<file path="config.mk">
export PLATFORM = sky130hd
export DESIGN_NAME = rcf_host_flat
export DESIGN_NICKNAME = d
export VERILOG_FILES = /design/src/rtl/rcf_pkg.sv /design/src/rtl/rcf_link_if.sv /design/src/rtl/rcf_host.sv /design/src/flat_wrapper.sv
export VERILOG_INCLUDE_DIRS = /design/src /design/src/rtl
export SDC_FILE = /design/constraint.sdc
export NUM_CORES = 1
export LEC_CHECK = 0
export ABC_AREA = 1
export BUFFER_PORTS_ARGS = -buffer_cell sky130_fd_sc_hd__buf_2
export CAP_MARGIN = 25
export CORE_ASPECT_RATIO = 1.4
export CORE_UTILIZATION = 55
export DETAILED_ROUTE_END_ITERATION = 10
export GPL_TIMING_DRIVEN = 0
export HOLD_SLACK_MARGIN = 0.05
export PLACE_DENSITY = 0.76
export SYNTH_ARGS = -nofsm -noshare
export SYNTH_HDL_FRONTEND = slang
export SYNTH_SLANG_ARGS = --single-unit
</file>
<file path="constraint.sdc">
create_clock -name pclk -period 6 [get_ports pclk]
set_clock_uncertainty 0.1 [all_clocks]
set_input_delay 1.2 -clock pclk [delete_from_list [all_inputs] [get_ports pclk]]
set_output_delay 1.2 -clock pclk [all_outputs]
set_load 0.02 [all_outputs]
</file>
<file path="src/rtl/rcf_regs.svh">
`ifndef RCF_REGS_SVH
`define RCF_REGS_SVH
// Frame constants
`define RCF_DELIM        8'h7e
`define RCF_REQ_TYPE     8'h17
`define RCF_RSP_TYPE     8'h97
`define RCF_RSVD_FILL    16'hfffe
`define RCF_FIXED_LEN    16'h000f
`define RCF_OFF_TYPE     16'h0003
`define RCF_OFF_FID      16'h0004
`define RCF_OFF_DEST     16'h0005
`define RCF_OFF_DEST_END 16'h000c
`define RCF_OFF_RSVD     16'h000d
`define RCF_OFF_OPT      16'h000f
`define RCF_OFF_CMD      16'h0010
`define RCF_OFF_PARAM    16'h0012
`define RCF_OFF_RSTAT    16'h0005
`define RCF_OFF_RVAL     16'h0006
`define RCF_RSP_HDR      8'h03
`define RCF_OPT_NOACK    0
`define RCF_OPT_APPLY    1
`define RCF_OPT_SECURE   4
`define RCF_OPT_MASK     8'h13
`define RCF_APPLY_CMD    16'h4143
`define RCF_HOST_PBYTES  3'h4
// Host register offsets
`define RCF_REG_CTRL     8'h00
`define RCF_REG_FID      8'h04
`define RCF_REG_DEST_HI  8'h08
`define RCF_REG_DEST_LO  8'h0c
`define RCF_REG_CMD      8'h10
`define RCF_REG_PARAM    8'h14
`define RCF_REG_PLEN     8'h18
`define RCF_REG_STATUS   8'h1c
`define RCF_REG_RVAL     8'h20
// Field positions
`define RCF_CTRL_START   0
`define RCF_ST_BUSY      0
`define RCF_ST_RVALID    1
`define RCF_ST_RERR      2
// Reset values
`define RCF_FID_RST      8'h01
`define RCF_DEST_RST     64'h0000_0000_0000_ffff
`endif

</file>
<file path="src/rtl/rcf_pkg.sv">
package rcf_pkg;
   typedef logic [7:0] rcf_byte_t;
   typedef enum {D_IDLE, D_LENH, D_LENL, D_BODY, D_CSUM, D_WAIT, D_RESP} rcf_dev_st_t;
   typedef enum {H_IDLE, H_SEND} rcf_host_tx_t;
endpackage : rcf_pkg

</file>
<file path="src/rtl/rcf_link_if.sv">
`timescale 1ns/1ps
`default_nettype none
interface rcf_link_if;
   logic              req_valid;
   logic              req_ready;
   rcf_pkg::rcf_byte_t req_data;
   logic              rsp_valid;
   logic              rsp_ready;
   rcf_pkg::rcf_byte_t rsp_data;
   modport host (output req_valid, input req_ready, output req_data,
                 input rsp_valid, output rsp_ready, input rsp_data);
   modport dev  (input req_valid, output req_ready, input req_data,
                 output rsp_valid, input rsp_ready, output rsp_data);
endinterface : rcf_link_if
`default_nettype wire

</file>
<file path="src/rtl/rcf_host.sv">
`timescale 1ns/1ps
`default_nettype none
`include "rcf_regs.svh"
module rcf_host (
   input  wire logic          pclk,
   input  wire logic          presetn,
   input  wire logic          psel,
   input  wire logic          penable,
   input  wire logic          pwrite,
   input  wire logic [7:0]    paddr,
   input  wire logic [31:0]   pwdata,
   output logic      [31:0]   prdata,
   output logic               pready,
   output logic               pslverr,
   rcf_link_if.host           link
);
   import rcf_pkg::*;
   rcf_host_tx_t tx_st_q;
   logic [7:0]  opt_q, fid_q, tx_b_q, tx_sum_q;
   logic [63:0] dest_q, dsh_q;
   logic [15:0] cmd_q, tx_idx_q, rx_idx_q, rx_len_q;
   logic [31:0] par_q, psh_q, rval_q, rsh_q;
   logic [2:0]  plen_q;
   logic [7:0]  rx_sum_q, rx_typ_q, rx_fid_q, rfid_q, rstat_q, rx_stat_q;
   logic        rvalid_q, rerr_q, rx_on_q;

   wire logic       wr_en    = psel && penable && pwrite;
   wire logic       hit_ctrl = paddr == `RCF_REG_CTRL;
   wire logic       mapped   = paddr <= `RCF_REG_RVAL && paddr[1:0] == 2'b00;
   wire logic       start    = wr_en && hit_ctrl && pwdata[`RCF_CTRL_START] && tx_st_q == H_IDLE;
   wire logic [15:0] tx_len  = `RCF_FIXED_LEN + {13'h0000, plen_q};
   wire logic [15:0] tx_last = tx_len + 16'h0003;
   wire logic       tx_take  = link.req_valid && link.req_ready;
   wire logic [15:0] nxt     = tx_idx_q + 16'h0001;
   wire logic [7:0] sum_nxt  = (tx_idx_q >= `RCF_OFF_TYPE) ? tx_sum_q + tx_b_q : tx_sum_q;
   wire logic       rx_take  = link.rsp_valid;
   wire rcf_byte_t  rb       = link.rsp_data;
   wire logic       rx_end   = rx_on_q && rx_idx_q == rx_len_q + 16'h0003;
   wire logic       rx_ok    = (8'hff - rx_sum_q) == rb && rx_typ_q == `RCF_RSP_TYPE;

   // Next outgoing byte for frame position p
   function automatic rcf_byte_t tx_byte(input logic [15:0] p, input logic [7:0] s);
      if (p == 16'h0001)                                   tx_byte = tx_len[15:8];
      else if (p == 16'h0002)                              tx_byte = tx_len[7:0];
      else if (p == `RCF_OFF_TYPE)                         tx_byte = `RCF_REQ_TYPE;
      else if (p == `RCF_OFF_FID)                          tx_byte = fid_q;
      else if (p >= `RCF_OFF_DEST && p <= `RCF_OFF_DEST_END) tx_byte = dsh_q[63:56];
      else if (p == `RCF_OFF_RSVD)                         tx_byte = 8'(`RCF_RSVD_FILL >> 8);
      else if (p == `RCF_OFF_RSVD + 16'h0001)              tx_byte = 8'(`RCF_RSVD_FILL & 16'h00ff);
      else if (p == `RCF_OFF_OPT)                          tx_byte = opt_q & `RCF_OPT_MASK;
      else if (p == `RCF_OFF_CMD)                          tx_byte = cmd_q[15:8];
      else if (p == `RCF_OFF_CMD + 16'h0001)               tx_byte = cmd_q[7:0];
      else if (p == tx_last)                               tx_byte = 8'hff - s;
      else                                                 tx_byte = psh_q[31:24];
   endfunction : tx_byte

   assign link.req_valid = tx_st_q == H_SEND;
   assign link.req_data  = tx_b_q;
   assign link.rsp_ready = 1'b1;
   assign pready         = 1'b1;
   assign pslverr        = psel && penable && !mapped;

   always_comb begin
      case (paddr)
         `RCF_REG_CTRL:    prdata = {16'h0000, opt_q, 8'h00};
         `RCF_REG_FID:     prdata = {24'h000000, fid_q};
         `RCF_REG_DEST_HI: prdata = dest_q[63:32];
         `RCF_REG_DEST_LO: prdata = dest_q[31:0];
         `RCF_REG_CMD:     prdata = {16'h0000, cmd_q};
         `RCF_REG_PARAM:   prdata = par_q;
         `RCF_REG_PLEN:    prdata = {29'h00000000, plen_q};
         `RCF_REG_STATUS:  prdata = {8'h00, rstat_q, rfid_q, 5'h00, rerr_q, rvalid_q, tx_st_q == H_SEND};
         `RCF_REG_RVAL:    prdata = rval_q;
         default:          prdata = 32'h00000000;
      endcase
   end

   always_ff @(posedge pclk or negedge presetn) begin
      if (!presetn) begin
         opt_q  <= 8'h00;
         fid_q  <= `RCF_FID_RST;
         dest_q <= `RCF_DEST_RST;
         cmd_q  <= 16'h0000;
         par_q  <= 32'h00000000;
         plen_q <= 3'h0;
      end else if (wr_en) begin
         case (paddr)
            `RCF_REG_CTRL:    opt_q  <= pwdata[15:8];
            `RCF_REG_FID:     fid_q  <= pwdata[7:0];
            `RCF_REG_DEST_HI: dest_q[63:32] <= pwdata;
            `RCF_REG_DEST_LO: dest_q[31:0] <= pwdata;
            `RCF_REG_CMD:     cmd_q  <= pwdata[15:0];
            `RCF_REG_PARAM:   par_q  <= pwdata;
            `RCF_REG_PLEN:    plen_q <= (pwdata[2:0] > `RCF_HOST_PBYTES) ? `RCF_HOST_PBYTES : pwdata[2:0];
            default:          ;
         endcase
      end
   end

   // Transmit; config writes during a frame do not disturb it except opt/fid/cmd/plen
   always_ff @(posedge pclk or negedge presetn) begin
      if (!presetn) begin
         tx_st_q  <= H_IDLE;
         tx_idx_q <= 16'h0000;
         tx_b_q   <= 8'h00;
         tx_sum_q <= 8'h00;
         dsh_q    <= 64'h0;
         psh_q    <= 32'h0;
      end else if (start) begin
         tx_st_q  <= H_SEND;
         tx_idx_q <= 16'h0000;
         tx_b_q   <= `RCF_DELIM;
         tx_sum_q <= 8'h00;
         dsh_q    <= dest_q;
         psh_q    <= par_q << ({2'b00, `RCF_HOST_PBYTES - plen_q} * 8);
      end else if (tx_st_q == H_SEND && tx_take) begin
         tx_idx_q <= nxt;
         tx_sum_q <= sum_nxt;
         tx_b_q   <= tx_byte(nxt, sum_nxt);
         if (nxt >= `RCF_OFF_DEST && nxt <= `RCF_OFF_DEST_END)
            dsh_q <= dsh_q << 8;
         if (nxt >= `RCF_OFF_PARAM && nxt < tx_last)
            psh_q <= psh_q << 8;
         if (tx_idx_q == tx_last)
            tx_st_q <= H_IDLE;
      end
   end

   // Response receiver; a new response overwrites, set wins over clear
   always_ff @(posedge pclk or negedge presetn) begin
      if (!presetn) begin
         rx_on_q <= 1'b0;
         rx_idx_q <= 16'h0000;
         rx_len_q <= 16'h0000;
         rx_sum_q <= 8'h00;
         rx_typ_q <= 8'h00;
         rx_fid_q <= 8'h00;
         rx_stat_q <= 8'h00;
         rsh_q <= 32'h0;
         rvalid_q <= 1'b0;
         rerr_q <= 1'b0;
         rfid_q <= 8'h00;
         rstat_q <= 8'h00;
         rval_q <= 32'h0;
      end else begin
         if (wr_en && paddr == `RCF_REG_STATUS && pwdata[`RCF_ST_RVALID])
            rvalid_q <= 1'b0;
         if (wr_en && paddr == `RCF_REG_STATUS && pwdata[`RCF_ST_RERR])
            rerr_q <= 1'b0;
         if (rx_take) begin
            rx_idx_q <= rx_idx_q + 16'h0001;
            if (rx_idx_q >= `RCF_OFF_TYPE)
               rx_sum_q <= rx_sum_q + rb;
            if (!rx_on_q) begin
               rx_on_q <= rb == `RCF_DELIM;
               rx_idx_q <= 16'h0001;
               rx_sum_q <= 8'h00;
               rsh_q <= 32'h0;
            end else if (rx_end) begin
               rx_on_q <= 1'b0;
               if (rx_ok) rvalid_q <= 1'b1;
               else rerr_q <= 1'b1;
               if (rx_ok) begin
                  rfid_q <= rx_fid_q;
                  rstat_q <= rx_stat_q;
                  rval_q <= rsh_q;
               end
            end else if (rx_idx_q == 16'h0001) rx_len_q[15:8] <= rb;
            else if (rx_idx_q == 16'h0002) rx_len_q[7:0] <= rb;
            else if (rx_idx_q == `RCF_OFF_TYPE) rx_typ_q <= rb;
            else if (rx_idx_q == `RCF_OFF_FID) rx_fid_q <= rb;
            else if (rx_idx_q == `RCF_OFF_RSTAT) rx_stat_q <= rb;
            else rsh_q <= {rsh_q[23:0], rb};
         end
      end
   end
endmodule : rcf_host
`default_nettype wire

</file>
<file path="src/flat_wrapper.sv">
// flat-port wrapper written by rule: the top's interface ports become plain ports
module rcf_host_flat import rcf_pkg::*;
  (pclk, presetn, psel, penable, pwrite, paddr, pwdata, prdata, pready, pslverr, link_req_valid, link_req_ready, link_req_data, link_rsp_valid, link_rsp_ready, link_rsp_data);
  rcf_link_if link_i ();
  input  wire logic pclk;
  input  wire logic presetn;
  input  wire logic psel;
  input  wire logic penable;
  input  wire logic pwrite;
  input  wire logic [7:0] paddr;
  input  wire logic [31:0] pwdata;
  output logic      [31:0] prdata;
  output logic pready;
  output logic pslverr;
  output wire logic [$bits(link_i.req_valid)-1:0] link_req_valid;
  input wire logic [$bits(link_i.req_ready)-1:0] link_req_ready;
  output wire logic [$bits(link_i.req_data)-1:0] link_req_data;
  input wire logic [$bits(link_i.rsp_valid)-1:0] link_rsp_valid;
  output wire logic [$bits(link_i.rsp_ready)-1:0] link_rsp_ready;
  input wire logic [$bits(link_i.rsp_data)-1:0] link_rsp_data;
  assign link_req_valid = link_i.req_valid;
  assign link_i.req_ready = link_req_ready;
  assign link_req_data = link_i.req_data;
  assign link_i.rsp_valid = link_rsp_valid;
  assign link_rsp_ready = link_i.rsp_ready;
  assign link_i.rsp_data = link_rsp_data;
  rcf_host u_core (.pclk(pclk), .presetn(presetn), .psel(psel), .penable(penable), .pwrite(pwrite), .paddr(paddr), .pwdata(pwdata), .prdata(prdata), .pready(pready), .pslverr(pslverr), .link(link_i));
endmodule
</file>
==> results_dict.tcl <==
set metrics [dict create \
    cts_tree "yes" \
    synth_top_family_by_area "simple AND/OR/NAND/NOR gates" \
    synth_seq_cells 407 \
    die_h_um 233 \
    critPathBufInv 7 \
    yosysTopAreaCell "dfrtp_1" \
    synth-xor-area-share_pct 1.39 \
    cts_root_buf "clkbuf_16" \
    synth_area_leaders "dfrtp_1 (47%), nand2_1 (14%), o21ai_0 (7.7%), inv_1 (4.4%), nand3_1 (2.6%)" \
    antenna_found_initial 1 \
    grt_use_total_pct 36.8 \
    clkPwrFrac_pct 30.1 \
    fp-row-count 84 \
    die_x_um 167 \
    p_int_uw 5520 \
    pwr-share-seq_pct 37.6 \
    antenna_cells 0 \
    fmax_mhz 185 \
    ys.flop_type "dfrtp_1" \
    period_share_pct 90.0 \
    worst_ep_arrival_time_ns 4.10 \
    slowest_delay_ns 0.60 \
    htree_num_levels 2 \
    grt_pass1_wl_um 108000 \
    gp_congestion 1.00 \
    num-fill-cells 3291 \
    rsz0062_at_grt "false" \
    grt_overflow 0 \
    cp_cell_sequence "buf_2 -> nor2_1 -> inv_1 -> nor2_1 -> inv_1 -> nor2_1 -> nand2_1 -> inv_1 -> clkbuf_1 -> clkbuf_1 -> a21oi_1 -> o211ai_1 -> buf_2" \
    powerDensity_mw_per_mm2 378 \
    period_needed_ns 5.40 \
    synth.most_common_cell "nand2_1" \
    final_util_pct 62.6 \
    grt_pass1_vias 18710 \
    avgSynthCellArea_um2 8.13 \
    cp-end-kind "output pin" \
    setup_viol 0 \
    synthesis.area_mm2 0.0209 \
    synthMuxAreaShare_pct 2.49 \
    tightest_slew_ns 1.01 \
    critPathTopFamily "buffers and inverters" \
    synth_top_area_share_pct 46.7 \
    cts_hold_buf 0 \
    vias 19149 \
    clockBufferDepth 3 \
    grt_max_degree 124 \
    async_reset_ff_share_pct 100 \
    post_cts_buffers 0 \
    coreArea_mm2 0.0375 \
    dieArea_mm2 0.0388 \
    ir_drop_v 0.000330 \
    drc_errors 0 \
    synth_compound_area_share_pct 15.9 \
    ios 99 \
    max-slew-margin-rel_pct 32.2 \
    synth-simple-area-share_pct 21.7 \
    synth_cells 2572 \
    synth-adder-area-share_pct 2.34 \
    initial_utilization_pct 55.8 \
    multiInputGateArea_mm2 0.00918 \
    seqCellArea_mm2 0.0102 \
    start_kind "input pin" \
    slowest_stage "clkbuf_1" \
    drt-initial-drc-count 1731 \
    cts_resized 0 \
    nNetsFinal 2808 \
    cap_violations 0 \
    synth-edff-count 0 \
    reg2reg_slack_ns 1.08 \
    port-buffer-count 95 \
    synthToLayoutAreaGrowth_pct 12.2 \
    hold_viol_final 0 \
    path_max_fanout 10 \
    swShare_pct 37.9 \
    ys_types 64 \
    drive_gt1_share_pct 10.5 \
    ant_nets 0 \
    cts.clk_slew.worst_paths_ns 0.06 \
    required_ns 4.70 \
    viasPerCell 5.95 \
    hp-class "reg -> reg" \
    cts_made_buffers 41 \
    final_cells 3221 \
    slew_violations 0 \
    dpl.hpwl_um 53600 \
    ys_seq_area_share_pct 48.8 \
    switchingPower_uw 3370 \
    cts_sinks 407 \
    synth_common_cells "nand2_1 (758), dfrtp_1 (390), o21ai_0 (320)" \
    p_leak_uw 0.0115 \
    drtPass1Iterations 5 \
    dp.cells 3145 \
    routed_wl_um 70200 \
    yosys_warnings 0 \
    path_class "in -> out" \
    clock_latency_ns 0.56 \
    comb_power_share_pct 32.4 \
    status "finished, final reports clean" \
    drt-wirelength-per-cell_um 21.8 \
]
kinds of logic after synthesis:
logic type / after synthesis
AND/OR/NAND/NOR: 1085
multiplexers: 52
other: 1
flip-flops: 407
AO/OA/AOI/OAI: 574
XOR/XNOR: 30
buffers and inverters: 385
adder cells (fa/ha/maj): 38
worst paths after layout:
kind                                       to  cells past startpoint              from
max                                prdata[14]                     13          paddr[6]
min                          u_core.rfid_q[0]                      2  u_core.rfid_q[0]
max reg2reg                  u_core.psh_q[23]                     17  u_core.plen_q[0]
min reg2reg                  u_core.rfid_q[0]                      2  u_core.rfid_q[0]
max in group asynchronous   u_core.rval_q[30]                      3           presetn
min in group asynchronous  u_core.tx_idx_q[9]                      1           presetn
through the flow:
| step | setup WS, ns | power [uW] | setup TNS [ns] | hold WS (ns) | instance area (um2) |
|---|---|---|---|---|---|
| 6_report | 0.601 | 8890 | 0 | 0.373 | 23500 |
| 5_1_grt | 0.438 | 9350 | 0 | 0.391 | 23500 |
| 4_1_cts | 0.666 | 8850 | 0 | 0.376 | 23500 |
| 3_5_place_dp | 0.662 | 6200 | 0 | 0.360 | 22100 |
| 3_3_place_gp | -4.27 | 6120 | -1677.80 | 0.357 | 22000 |
| 2_1_floorplan | 1.91 | 5370 | 0 | 0.342 | 20900 |
worst min-delay path, delay by kind of cell, from the launching register on:
family | cells | cell delay [ns]
flops | 1 | 0.34
simple gates | 2 | 0.11
cell type report:
cell class	instances	share of cell area [%]
inverters	263	4.22
clock inverters	19	0.895
multi-input cells	1781	39.1
flip-flops and latches	407	43.5
repair buffers	99	2.45
clock buffers	57	5.01
plain buffers	122	2.36
well taps	473	2.52
power by group through the flow:
stage          Combinational (uW)  Sequential [uW]  Clock, uW
6_report                     2880             3340       2670
5_1_grt                      3200             3370       2780
2_1_floorplan                2060             3310          0
3_3_place_gp                 2750             3370          0
4_1_cts                      2840             3330       2680
3_5_place_dp                 2830             3370          0
sequential cells by signal, summed over array words and instances, names as in the netlist, 3 cells and up:
name	flops
u_core.psh_q	32
u_core.tx_idx_q	16
u_core.dsh_q	64
u_core.dest_q	64
u_core.rx_fid_q	8
u_core.rval_q	32
u_core.rx_stat_q	8
u_core.rfid_q	8
u_core.rstat_q	8
u_core.rx_sum_q	8
u_core.rx_len_q	16
u_core.opt_q	8
u_core.rsh_q	32
u_core.plen_q	3
u_core.tx_sum_q	8
u_core.link.req_data	8
u_core.fid_q	8
u_core.cmd_q	16
u_core.rx_typ_q	8
u_core.par_q	32
u_core.rx_idx_q	16
layout by cell type, fill, tap and decap left out, types with 9 or more instances in the layout:
cell	count
a21oi_1	77
dfrtp_1	390
dfstp_2	17
ha_1	36
nand3_1	108
o21ai_0	320
nand4_1	31
clkbuf_16	41
buf_2	122
o2111ai_1	10
xor2_1	22
mux2i_1	52
nor2_1	121
a221oi_1	28
clkbuf_8	9
clkbuf_1	86
a22o_1	12
o21ai_1	31
nor3_1	19
nand2_1	758
inv_1	243
o22ai_1	37
inv_2	14
routing by layer:
layer	vias to the layer above	track usage, %	wire [um]
met2	809	62.3	33900
met1	9238	41.2	25300
met5	-	0	12
met3	275	6.41	4840
li1	8825	-	-
met4	2	29.5	6080
Power figures use the tool's default switching activity.
